### src/rtl/tmr16_defines.vh
// Purpose: Shared constants for the 16-bit timer with input capture
// Assumes: Included by the prescaler and timer design files
// Notes:   Definitions only
`ifndef TMR16_DEFINES_VH
`define TMR16_DEFINES_VH

// ==========================================================
// Counter values
`define TMR16_RELOAD        16'hFFFC
`define TMR16_MAX           16'hFFFF

// ==========================================================
// Clock select field encodings
`define TMR16_CS_DIV2       2'h0
`define TMR16_CS_DIV4       2'h1
`define TMR16_CS_DIV8       2'h2
`define TMR16_CS_EXT        2'h3

// ==========================================================
// Prescaler terminal counts (divide by 2, 4, 8)
`define TMR16_PRE_W         3
`define TMR16_PRE_TC2       3'h1
`define TMR16_PRE_TC4       3'h3
`define TMR16_PRE_TC8       3'h7

// ==========================================================
// Status register bit positions
`define TMR16_ST_CAP1       7
`define TMR16_ST_CAP2       6
`define TMR16_ST_OVF        5
`define TMR16_ST_W          8

`endif

### src/rtl/tmr16_edge_sync.v
// Purpose: Two-flop synchroniser with selectable edge detector
// Assumes: Input is asynchronous to clk_i
// Notes:   First flop is read only by the second flop
`timescale 1ns/1ps
`default_nettype none
module tmr16_edge_sync (
    input  wire clk_i,
    input  wire rst_i,
    input  wire pin_i,
    input  wire rise_sel_i,
    output wire edge_o
);
    reg sync_a;
    reg sync_b;
    reg sync_c;

    // ==========================================================
    // Synchroniser and history
    always @(posedge clk_i) begin
        if (rst_i) begin
            sync_a <= 1'b0;
            sync_b <= 1'b0;
            sync_c <= 1'b0;
        end else begin
            sync_a <= pin_i;
            sync_b <= sync_a;
            sync_c <= sync_b;
        end
    end

    // Pulse on the chosen transition
    assign edge_o = rise_sel_i ? (sync_b & ~sync_c) : (~sync_b & sync_c);
endmodule
`default_nettype wire

### src/rtl/tmr16_prescaler.v
// Purpose: Count tick generator, internal divide or external edge
// Assumes: External edges already synchronised
// Notes:   One-cycle tick output
`timescale 1ns/1ps
`default_nettype none
`include "tmr16_defines.vh"
module tmr16_prescaler (
    input  wire       clk_i,
    input  wire       rst_i,
    input  wire       run_i,
    input  wire [1:0] clock_select_field_i,
    input  wire       ext_edge_i,
    output reg        tick_o
);
    reg  [`TMR16_PRE_W-1:0] div_cnt;
    reg  [`TMR16_PRE_W-1:0] term;

    // Terminal count from the clock select field
    always @* begin
        case (clock_select_field_i)
            `TMR16_CS_DIV2: term = `TMR16_PRE_TC2;
            `TMR16_CS_DIV4: term = `TMR16_PRE_TC4;
            default:        term = `TMR16_PRE_TC8;
        endcase
    end

    // ==========================================================
    // Divider and tick
    always @(posedge clk_i) begin
        if (rst_i) begin
            div_cnt <= {`TMR16_PRE_W{1'b0}};
            tick_o  <= 1'b0;
        end else if (!run_i) begin
            tick_o  <= 1'b0;
        end else if (clock_select_field_i == `TMR16_CS_EXT) begin
            div_cnt <= {`TMR16_PRE_W{1'b0}};
            tick_o  <= ext_edge_i;
        end else if (div_cnt >= term) begin
            div_cnt <= {`TMR16_PRE_W{1'b0}};
            tick_o  <= 1'b1;
        end else begin
            div_cnt <= div_cnt + 1'b1;
            tick_o  <= 1'b0;
        end
    end
endmodule
`default_nettype wire

### src/rtl/tmr16_timer.v
// Purpose: 16-bit free-running timer with two input capture channels
// Assumes: Byte access strobes are one-cycle pulses from the CPU side
// Notes:   Output compare, one-pulse and PWM waveforms live elsewhere
//
// Operation
// - Sixteen-bit free-running counter from prescaler
// - Internal rate is clock over 2, 4, 8
// - Alternate copy; its low read keeps overflow
// - Low byte write or reset loads FFFCh
// - High byte read buffers the low byte
// - Buffered low byte frozen until low read
// - Lone low read returns live low byte
// - Wrap from maximum to zero sets overflow
// - Overflow interrupt needs enable and clear mask
// - Overflow clears after status read, low access
// - Runs in wait, holds count in halt
// - Both select bits one count external edges
// - Edge select picks external active transition
// - External edges synchronised, four clocks apart
// - Capture edge copies counter, sets flag
// - Each channel has its own edge select
// - One capture enable, gated by CPU mask
// - Capture flag clears after status, low access
// - High read blocks capture until low read
// - Capture register keeps the newest event
// - One-pulse mode disables first capture channel
// - Capture pins always feed the timer
`timescale 1ns/1ps
`default_nettype none
`include "tmr16_defines.vh"
module tmr16_timer (
    input  wire                    clk_i,
    input  wire                    rst_i,
    // Mode and configuration
    input  wire [1:0]              clock_select_field_i,
    input  wire                    ext_clock_edge_select_i,
    input  wire                    capture_edge_select_one_i,
    input  wire                    capture_edge_select_two_i,
    input  wire                    overflow_irq_enable_i,
    input  wire                    capture_irq_enable_i,
    input  wire                    one_pulse_select_i,
    input  wire                    pwm_select_i,
    input  wire                    cpu_irq_mask_i,
    input  wire                    halt_i,
    // Pins
    input  wire                    ext_count_clock_pin_i,
    input  wire                    capture_input_pin_one_i,
    input  wire                    capture_input_pin_two_i,
    // Byte access strobes
    input  wire                    rd_count_high_byte_i,
    input  wire                    rd_count_low_byte_i,
    input  wire                    wr_count_low_byte_i,
    input  wire                    rd_alt_count_high_byte_i,
    input  wire                    rd_alt_count_low_byte_i,
    input  wire                    wr_alt_count_low_byte_i,
    input  wire                    rd_timer_status_i,
    input  wire                    rd_capture_value_high_one_i,
    input  wire                    rd_capture_value_low_one_i,
    input  wire                    wr_capture_value_low_one_i,
    input  wire                    rd_capture_value_high_two_i,
    input  wire                    rd_capture_value_low_two_i,
    input  wire                    wr_capture_value_low_two_i,
    // Read data, status and interrupt outputs
    output reg  [7:0]              rd_data_o,
    output reg  [`TMR16_ST_W-1:0]  timer_status_o,
    output reg                     timer_irq_o
);
    // ==========================================================
    // State
    reg  [15:0] count;
    reg  [7:0]  low_buffer;
    reg         low_buffered;
    reg         overflow_flag;
    reg         ovf_armed;
    reg  [1:0]  capture_flag;
    reg  [1:0]  cap_armed;
    reg  [1:0]  cap_blocked;
    reg  [15:0] capture_value [0:1];

    wire        tick;
    wire        ext_edge;
    wire [1:0]  cap_edge;
    wire [1:0]  cap_hi_rd;
    wire [1:0]  cap_lo_acc;
    wire [1:0]  cap_lo_rd;
    wire [1:0]  cap_edge_sel;
    wire [1:0]  cap_pin;
    wire        any_low_wr;
    wire        any_high_rd;
    wire        any_low_rd;
    wire        wrap;
    wire        ovf_clear;

    assign cap_hi_rd    = {rd_capture_value_high_two_i, rd_capture_value_high_one_i};
    assign cap_lo_rd    = {rd_capture_value_low_two_i, rd_capture_value_low_one_i};
    assign cap_lo_acc   = cap_lo_rd | {wr_capture_value_low_two_i, wr_capture_value_low_one_i};
    assign cap_edge_sel = {capture_edge_select_two_i, capture_edge_select_one_i};
    assign cap_pin      = {capture_input_pin_two_i, capture_input_pin_one_i};
    assign any_low_wr   = wr_count_low_byte_i | wr_alt_count_low_byte_i;
    assign any_high_rd  = rd_count_high_byte_i | rd_alt_count_high_byte_i;
    assign any_low_rd   = rd_count_low_byte_i | rd_alt_count_low_byte_i;

    // ==========================================================
    // External clock path
    // Synchronised external edge
    tmr16_edge_sync u_ext_sync (
        .clk_i      (clk_i),
        .rst_i      (rst_i),
        .pin_i      (ext_count_clock_pin_i),
        .rise_sel_i (ext_clock_edge_select_i),
        .edge_o     (ext_edge)
    );

    tmr16_prescaler u_presc (
        .clk_i                (clk_i),
        .rst_i                (rst_i),
        .run_i                (~halt_i),
        .clock_select_field_i (clock_select_field_i),
        .ext_edge_i           (ext_edge),
        .tick_o               (tick)
    );

    // ==========================================================
    // Capture pin synchronisers
    // One detector per channel, always connected
    genvar gi;
    generate
        for (gi = 0; gi < 2; gi = gi + 1) begin : g_cap_sync
            tmr16_edge_sync u_cap_sync (
                .clk_i      (clk_i),
                .rst_i      (rst_i),
                .pin_i      (cap_pin[gi]),
                .rise_sel_i (cap_edge_sel[gi]),
                .edge_o     (cap_edge[gi])
            );
        end
    endgenerate

    // ==========================================================
    // Free-running counter
    assign wrap = tick & (count == `TMR16_MAX);

    always @(posedge clk_i) begin
        if (rst_i) begin
            count <= `TMR16_RELOAD;
        end else if (any_low_wr) begin
            count <= `TMR16_RELOAD;
        end else if (tick) begin
            count <= count + 16'h0001;
        end
    end

    // ==========================================================
    // Counter read buffering
    // Low byte latched by first high read
    always @(posedge clk_i) begin
        if (rst_i) begin
            low_buffer   <= 8'h00;
            low_buffered <= 1'b0;
        end else if (any_low_rd) begin
            low_buffered <= 1'b0;
        end else if (any_high_rd && !low_buffered) begin
            low_buffer   <= count[7:0];
            low_buffered <= 1'b1;
        end
    end

    // ==========================================================
    // Overflow flag
    // Clear only via main low access after armed
    assign ovf_clear = ovf_armed & (rd_count_low_byte_i | wr_count_low_byte_i);

    // Set on wrap; set wins over clear
    always @(posedge clk_i) begin
        if (rst_i) begin
            overflow_flag <= 1'b0;
            ovf_armed     <= 1'b0;
        end else begin
            if (wrap) begin
                overflow_flag <= 1'b1;
            end else if (ovf_clear) begin
                overflow_flag <= 1'b0;
            end
            if (rd_timer_status_i && overflow_flag) begin
                ovf_armed <= 1'b1;
            end else if (ovf_clear || !overflow_flag) begin
                ovf_armed <= 1'b0;
            end
        end
    end

    // ==========================================================
    // Capture channels
    // Per channel
    genvar ci;
    generate
        for (ci = 0; ci < 2; ci = ci + 1) begin : g_cap
            wire enabled;
            wire fire;
            wire clr;
            // First channel idles in one-pulse or PWM mode
            assign enabled = (ci == 1) ? 1'b1 : ~(one_pulse_select_i | pwm_select_i);
            assign fire    = cap_edge[ci] & enabled & ~cap_blocked[ci];
            assign clr     = cap_armed[ci] & cap_lo_acc[ci];
            always @(posedge clk_i) begin
                if (rst_i) begin
                    capture_value[ci] <= 16'h0000;
                    capture_flag[ci]  <= 1'b0;
                    cap_armed[ci]     <= 1'b0;
                    cap_blocked[ci]   <= 1'b0;
                end else begin
                    // Newest event overwrites the register
                    if (fire) begin
                        capture_value[ci] <= count;
                    end
                    if (fire) begin
                        capture_flag[ci] <= 1'b1;
                    end else if (clr) begin
                        capture_flag[ci] <= 1'b0;
                    end
                    if (rd_timer_status_i && capture_flag[ci]) begin
                        cap_armed[ci] <= 1'b1;
                    end else if (clr || !capture_flag[ci]) begin
                        cap_armed[ci] <= 1'b0;
                    end
                    // High read blocks until low read
                    if (cap_lo_rd[ci]) begin
                        cap_blocked[ci] <= 1'b0;
                    end else if (cap_hi_rd[ci]) begin
                        cap_blocked[ci] <= 1'b1;
                    end
                end
            end
        end
    endgenerate

    // ==========================================================
    // Read data mux, registered
    always @(posedge clk_i) begin
        if (rst_i) begin
            rd_data_o <= 8'h00;
        end else if (any_high_rd) begin
            rd_data_o <= count[15:8];
        end else if (any_low_rd) begin
            rd_data_o <= low_buffered ? low_buffer : count[7:0];
        end else if (rd_timer_status_i) begin
            rd_data_o <= {capture_flag[0], capture_flag[1], overflow_flag, 5'h00};
        end else if (rd_capture_value_high_one_i) begin
            rd_data_o <= capture_value[0][15:8];
        end else if (rd_capture_value_low_one_i) begin
            rd_data_o <= capture_value[0][7:0];
        end else if (rd_capture_value_high_two_i) begin
            rd_data_o <= capture_value[1][15:8];
        end else if (rd_capture_value_low_two_i) begin
            rd_data_o <= capture_value[1][7:0];
        end
    end

    // ==========================================================
    // Status and interrupt outputs
    // Status copies pending flags; irq gates them by enables and mask
    always @(posedge clk_i) begin
        if (rst_i) begin
            timer_status_o <= {`TMR16_ST_W{1'b0}};
            timer_irq_o    <= 1'b0;
        end else begin
            timer_status_o                  <= {`TMR16_ST_W{1'b0}};
            timer_status_o[`TMR16_ST_CAP1]  <= capture_flag[0];
            timer_status_o[`TMR16_ST_CAP2]  <= capture_flag[1];
            timer_status_o[`TMR16_ST_OVF]   <= overflow_flag;
            timer_irq_o <= ~cpu_irq_mask_i &
                           ((overflow_irq_enable_i & overflow_flag) |
                            (capture_irq_enable_i & (|capture_flag)));
        end
    end
endmodule
`default_nettype wire
### config.mk
export PLATFORM = sky130hd
export DESIGN_NAME = tmr16_timer
export DESIGN_NICKNAME = d
export VERILOG_FILES = /design/src/rtl/tmr16_edge_sync.v /design/src/rtl/tmr16_prescaler.v /design/src/rtl/tmr16_timer.v
export VERILOG_INCLUDE_DIRS = /design/src /design/src/rtl
export SDC_FILE = /design/constraint.sdc
export NUM_CORES = 1
export LEC_CHECK = 0
export ABC_AREA = 1
export BUFFER_PORTS_ARGS = -buffer_cell sky130_fd_sc_hd__clkbuf_2
export CORE_UTILIZATION = 30
export DETAILED_ROUTE_END_ITERATION = 6
export HOLD_SLACK_MARGIN = 0.02
export PLACE_DENSITY = 0.5
export SETUP_SLACK_MARGIN = 0.05
export SLEW_MARGIN = 15
export SYNTH_ARGS = -nofsm -noshare
export SYNTH_HDL_FRONTEND = slang
export SYNTH_HIERARCHICAL = 1
export SYNTH_SLANG_ARGS = --single-unit
### constraint.sdc
create_clock -name clk_i -period 4 [get_ports clk_i]
set_input_delay 1.2 -clock clk_i [delete_from_list [all_inputs] [get_ports clk_i]]
set_output_delay 1.2 -clock clk_i [all_outputs]
set_load 0.01 [all_outputs]
==> flow_metrics.env, run 1 <==
export IMPL_netlist_area_leader_share=0.2802
export IMPL_drcViolationCount=0
export IMPL_ys_warn_count=6
export IMPL_grt_max_degree=27
export IMPL_dr_pass1_iters=5
export IMPL_crit_path_max_fanout=16
export IMPL_sequentialPowerShare=0.490
export IMPL_grt_usage=0.1518
export IMPL_crit_required_ps=4270
export IMPL_path_buf_inv=2
export IMPL_drtIter0Drc=231
export IMPL_finish_utilization=0.3593
export IMPL_num_rows=42
export IMPL_clkPwrFrac=0.438
export IMPL_end_kind="flip-flop"
export IMPL_netlist_top_cells_area="dfxtp_1 (28%), edfxtp_1 (23%), nand2_1 (9.7%)"
export IMPL_crit_path_start_kind="primary input"
export IMPL_clk_pin_slew_ps=70
export IMPL_switchingPower_mw=0.5054
export IMPL_cts_resized=0
export IMPL_syn_inst=521
export IMPL_yosys_register_bits=90
export IMPL_die_h_um=119.5
export IMPL_setup_ws_ps=1745
export IMPL_cts_root_buf="clkbuf_16"
export IMPL_critical_path_class="primary input to flip-flop"
export IMPL_via_per_inst=4.567
export IMPL_drive_gt1_frac=0.1572
export IMPL_slew_violations=0
export IMPL_fmax_mhz=443.4
export IMPL_cts_max_path_buffers=2
export IMPL_grt_setup_unrepaired="no"
export IMPL_yosysTopAreaCell="dfxtp_1"
export IMPL_synth_ff_type="dfxtp_1"
export IMPL_area_delta_synth_final_pct=15.73
export IMPL_post_cts_buffers=0
export IMPL_synth_mux_area_frac=0.002415
export IMPL_min_period_over_period=0.5638
export IMPL_core_um2=13350
export IMPL_ff2ff_setup_slack_ps=2430
export IMPL_cp_slowest_cell="nor2_2"
export IMPL_cts_htree_levels=3
export IMPL_synthArstFlopShare=0
export IMPL_ys_types=34
export IMPL_hold_buffers=0
export IMPL_gp_routability_congestion=0.8106
export IMPL_routed_via_count=3389
export IMPL_hp_class="flip-flop to flip-flop"
export IMPL_switching_share=0.2485
export IMPL_arrival_ps=2530
export IMPL_setup_violations=0
export IMPL_start_util=0.3105
export IMPL_synth_adder_area_share=0.01208
export IMPL_drt_wl_total_um=10190
export IMPL_ios=46
export IMPL_synth_compound_area_frac=0.1057
export IMPL_grt_pass1_vias=3121
export IMPL_clkLatencyLatePin_ps=350
export IMPL_totalPowerFinal_mw=2.034
export IMPL_synth_seq_area_share=0.5121
export IMPL_antenna_found_initial=0
export IMPL_cts_tree="built"
export IMPL_dieArea_um2=14290
export IMPL_maxCapViolCount=0
export IMPL_cts_buffers=9
export IMPL_synth_edf_count=32
export IMPL_finalCriticalPeriod_ps=2255
export IMPL_final_antenna_net_count=0
export IMPL_status="complete, no violations"
export IMPL_slowest_delay_ps=410
export IMPL_die_w_um=119.5
export IMPL_tightestPinTransition_ps=691.0
export IMPL_synthesis_area_um2=4144
export IMPL_vdd_drop_max_uv=178.6
export IMPL_diodes=0
export IMPL_grt_ovfl_total=0
export IMPL_cellPowerDensity_nw_per_um2=424.2
export IMPL_crit_chain="clkbuf_2 > nor2_2 > inv_2 > nand3_1 > o21ai_0 > a21oi_1"
export IMPL_port_buffers=40
export IMPL_p_leak_nw=2.229
export IMPL_relSlewSlack=0.5382
export IMPL_syn_mean_instance_area_um2=7.954
export IMPL_synth_top_family_by_area="simple AND/OR/NAND/NOR gates"
export IMPL_hpwl_um=7595
export IMPL_nFillCells=1400
export IMPL_combPwrFrac=0.072
export IMPL_cts_sinks=90
export IMPL_tns_ps=0
export IMPL_wl_per_cell_um=13.73
export IMPL_synth_xor_area_frac=0.006341
export IMPL_synthSimpleGateAreaFrac=0.2642
export IMPL_finalHoldViolations=0
export IMPL_final_nets=594
export IMPL_crit_family="simple AND/OR/NAND/NOR gates"
export IMPL_fin_worst_skew_ps=8.115
export IMPL_grt_first_pass_wirelength_um=16430
export IMPL_dp_slack_ps=1373
export IMPL_intPower_mw=1.529
==> cell usage in the layout, fill, tap and decap left out, types with 9 or more instances in the layout <==
cell type / synthesis / final
nand2_1: 107 / 107
edfxtp_1: 32 / 32
inv_1: 69 / 69
dfxtp_1: 58 / 58
clkbuf_16: 0 / 9
nor2_1: 81 / 81
o21ai_0: 16 / 16
nand3_1: 39 / 39
inv_2: 9 / 9
clkbuf_2: 0 / 40
a21oi_1: 35 / 35
==> worst register-to-register path: cells and delay by family (launching register included) <==
kind | cells | cell delay (ps)
buffers and inverters | 2 | 130
DFF | 1 | 310
and+or+nand+nor | 5 | 970
==> registers in the layout, summed over array words and instances (netlist names), 2 cells and up <==
signal / flops
cap_armed: 2
g_cap_sync.u_cap_sync/sync_b: 2
cap_blocked: 2
capture_value: 32
count: 16
u_presc/div_cnt: 3
g_cap_sync.u_cap_sync/sync_a: 2
capture_flag: 2
low_buffer: 8
g_cap_sync.u_cap_sync/sync_c: 2
rd_data_o: 8
timer_status_o: 3
==> cells in the mapped netlist (2+ instances only) <==
cell	instances
nor2_1	81
inv_2	9
inv_1	69
nand3_1	39
nor2_4	2
nand2_1	107
edfxtp_1	32
o211ai_1	8
clkbuf_1	3
o21ai_1	8
nand4_1	5
dfxtp_1	58
a21oi_1	35
nor2_2	8
o21ai_0	16
buf_4	8
xor2_1	2
nand2_2	2
a211oi_1	3
buf_2	4
a21oi_2	6
ha_1	4
==> cell type report <==
type | count | area [µm²] | area share
repair buffers | 41 | 207.7 | 0.04331
flip-flops and latches | 90 | 2122 | 0.4425
clock inverters | 7 | 86.33 | 0.01800
clock buffers | 9 | 225.2 | 0.04696
well taps | 176 | 220.2 | 0.04592
inverters | 79 | 296.5 | 0.06183
multi-input cells | 340 | 1638 | 0.3415
==> metal layers <==
metal	vias to the layer above	part of all wire	GRT usage
met5	-	0	0
met3	12	0.052	0.04420
met2	82	0.45	0.2305
met1	1552	0.48	0.2026
li1	1743	-	-
met4	0	0.018	0.05938
==> stage by stage <==
step	cell area [µm²]	hold slack, ps	instances
floorplan	4159	388.3	525
CTS	4796	402.8	742
global route	4796	411.8	742
detailed placement	4484	392.4	726
global placement	4484	389.6	726
finish	4796	402.1	742
==> logic make-up after synthesis <==
kind of cell / count (synthesis)
xor gates and xnor gates: 3
DFF: 90
muxes: 1
other: 1
and+or+nand+nor: 250
adders and majority gates: 4
AOI/OAI and AO/OA: 77
buffers and inverters: 95
==> power by group through the flow <==
stage               Clock [mW]  Combinational (mW)  Sequential [mW]
finish                   0.890               0.146            0.998
global route             0.951               0.166             1.00
CTS                      0.918               0.148            0.998
detailed placement           0               0.148             1.02
global placement             0               0.145             1.02
floorplan                    0              0.0969             1.02
==> worst paths after layout <==
| kind | from | end | cells past startpoint |
|---|---|---|---|
| worst max-delay path | rd_alt_count_high_byte_i | low_buffer[3] | 6 |
| worst min-delay path | g_cap_sync[0].u_cap_sync/sync_a | g_cap_sync[0].u_cap_sync/sync_b | 2 |
| worst max register to register | g_cap_sync[0].u_cap_sync/sync_b | capture_value[0][15] | 7 |
| worst min register to register | g_cap_sync[0].u_cap_sync/sync_a | g_cap_sync[0].u_cap_sync/sync_b | 2 |
Note: power is estimated with default switching activity, not from simulation.
==> run 2: changes to the inputs <==
Settings changed: PLACE_DENSITY 0.5 to 0.52.
Clock period 4 ns to 2 ns, I/O delays scaled along.
==> run 2 against run 1 <==
Flip-flop and latch count did not move. Non-clock buffer count rose by 10. Clock power rose by 88%. Core utilization rose by 0.48 points. Critical endpoint is now capture_value[0][14].
==> flow_metrics.env, run 2 (synthesis results as in run 1) <==
export IMPL_cts_resized=0
export IMPL_nFillCells=1414
export IMPL_path_buf_inv=3
export IMPL_slew_violations=0
export IMPL_sequentialPowerShare=0.503
export IMPL_status="complete, no violations"
export IMPL_arrival_ps=1570
export IMPL_finalHoldViolations=0
export IMPL_routed_via_count=3414
export IMPL_drtIter0Drc=320
export IMPL_crit_path_start_kind="primary input"
export IMPL_vdd_drop_max_uv=458.6
export IMPL_crit_required_ps=2010
export IMPL_post_cts_buffers=0
export IMPL_maxCapViolCount=0
export IMPL_p_leak_nw=2.266
export IMPL_fmax_mhz=640.5
export IMPL_hpwl_um=7710
export IMPL_finish_utilization=0.3641
export IMPL_diodes=0
export IMPL_combPwrFrac=0.076
export IMPL_regArea_um2=2122
export IMPL_largest_reg_flops=32
export IMPL_grt_usage=0.1515
export IMPL_final_antenna_net_count=0
export IMPL_final_cell_mix="nand2_1 (107), nor2_1 (81), inv_1 (69)"
export IMPL_slowest_delay_ps=420
export IMPL_totalPowerFinal_mw=3.972
export IMPL_grt_pass1_vias=3153
export IMPL_crit_path_max_fanout=16
export IMPL_dr_pass1_iters=4
export IMPL_min_period_over_period=0.7807
export IMPL_cts_tree="built"
export IMPL_ios=46
export IMPL_num_rows=42
export IMPL_grt_setup_unrepaired="no"
export IMPL_end_kind="flip-flop"
export IMPL_multiInputGateArea_um2=1638
export IMPL_crit_chain="clkbuf_2 > inv_1 > nand3_1 > nand2_1 > inv_1 > nor4_2 > or2_2"
export IMPL_clkPwrFrac=0.421
export IMPL_cts_htree_levels=3
export IMPL_drt_wl_total_um=10130
export IMPL_wl_per_cell_um=13.47
export IMPL_gp_routability_congestion=0.8275
export IMPL_cts_max_path_buffers=2
export IMPL_final_common_cell="nand2_1"
export IMPL_max_flop_register="capture_value"
export IMPL_switchingPower_mw=0.9471
export IMPL_cts_buffers=9
export IMPL_drcViolationCount=0
export IMPL_path_common_cell="inv_1"
export IMPL_tns_ps=0
export IMPL_reg_top3="capture_value (32), count (16)"
export IMPL_cts_root_buf="clkbuf_16"
export IMPL_crit_family="simple AND/OR/NAND/NOR gates"
export IMPL_hold_buffers=0
export IMPL_start_util=0.3105
export IMPL_switching_share=0.2385
export IMPL_dieArea_um2=14290
export IMPL_cts_sinks=90
export IMPL_hp_class="flip-flop to flip-flop"
export IMPL_area_delta_synth_final_pct=17.27
export IMPL_finalCriticalPeriod_ps=1561
export IMPL_grt_first_pass_wirelength_um=16290
export IMPL_intPower_mw=3.025
export IMPL_setup_violations=0
export IMPL_critical_path_class="primary input to flip-flop"
export IMPL_antenna_found_initial=0
export IMPL_port_buffers=40
export IMPL_clkLatencyLatePin_ps=350
export IMPL_fin_worst_skew_ps=5.244
export IMPL_cellPowerDensity_nw_per_um2=817.3
export IMPL_drive_gt1_frac=0.1719
export IMPL_clk_pin_slew_ps=60
export IMPL_die_w_um=119.5
export IMPL_cp_slowest_cell="or2_2"
export IMPL_die_h_um=119.5
export IMPL_final_nets=604
export IMPL_via_per_inst=4.540
export IMPL_grt_max_degree=18
export IMPL_grt_ovfl_total=0
export IMPL_core_um2=13350
## run 2: cell count changes in the layout (fill, tap and decap cells not counted), sizes merged
cell	change
clkbuf	+2
buf	+10
clkinvlp	+2
inv	-3
bufinv	-1
## run 2: power by group through the flow
| stage | logic, mW | registers, mW | clock network, mW |
|---|---|---|---|
| after global routing | 0.345 | 2.00 | 1.78 |
| after detailed placement | 0.306 | 2.04 | 0 |
| after floorplan | 0.194 | 2.03 | 0 |
| after global placement | 0.301 | 2.03 | 0 |
| after CTS | 0.308 | 2.00 | 1.71 |
| final | 0.303 | 2.00 | 1.67 |
## run 2: per-layer routing
| metal | up-vias | GRT usage | share of wire |
|---|---|---|---|
| li1 | 1764 | - | - |
| met1 | 1566 | 0.1916 | 0.44 |
| met2 | 72 | 0.2496 | 0.50 |
| met3 | 12 | 0.02044 | 0.044 |
| met4 | 0 | 0.08281 | 0.018 |
| met5 | - | 0 | 0 |
## run 2: worst paths after layout
check,from,endpoint,slack (ps),cells after the start
hold / removal,g_cap_sync[1].u_cap_sync/sync_a,g_cap_sync[1].u_cap_sync/sync_b,400,2
setup / recovery,capture_edge_select_one_i,capture_value[0][14],440,7
setup reg to reg,g_cap_sync[0].u_cap_sync/sync_b,capture_value[0][14],450,6
hold reg to reg,g_cap_sync[1].u_cap_sync/sync_a,g_cap_sync[1].u_cap_sync/sync_b,400,2
## run 2: per-stage QoR
stage / cells / worst slack, ps / instance area, µm² / hold slack (ps)
floorplan: 525 / 205.2 / 4159 / 388.3
global placement: 736 / 175.1 / 4559 / 389.7
CTS: 752 / 450.6 / 4860 / 399.7
detailed placement: 736 / 107.6 / 4559 / 393.2
finish: 752 / 438.6 / 4860 / 399.3
global route: 752 / 315.7 / 4860 / 405.9
## run 2: layout make-up
cell class,count,area share
Timing Repair Buffer,51,0.05819
Sequential cell,90,0.4367
Clock inverter,5,0.007467
Clock buffer,11,0.05433
Inverter,79,0.06102
Tap cell,176,0.04531
Multi-Input combinational cell,340,0.3370
## run 2: tightest hold or removal path, cell delays in order (launching register included)
cell     delay (ps)
dfxtp_1         300
inv_1            40
nor2_1           30
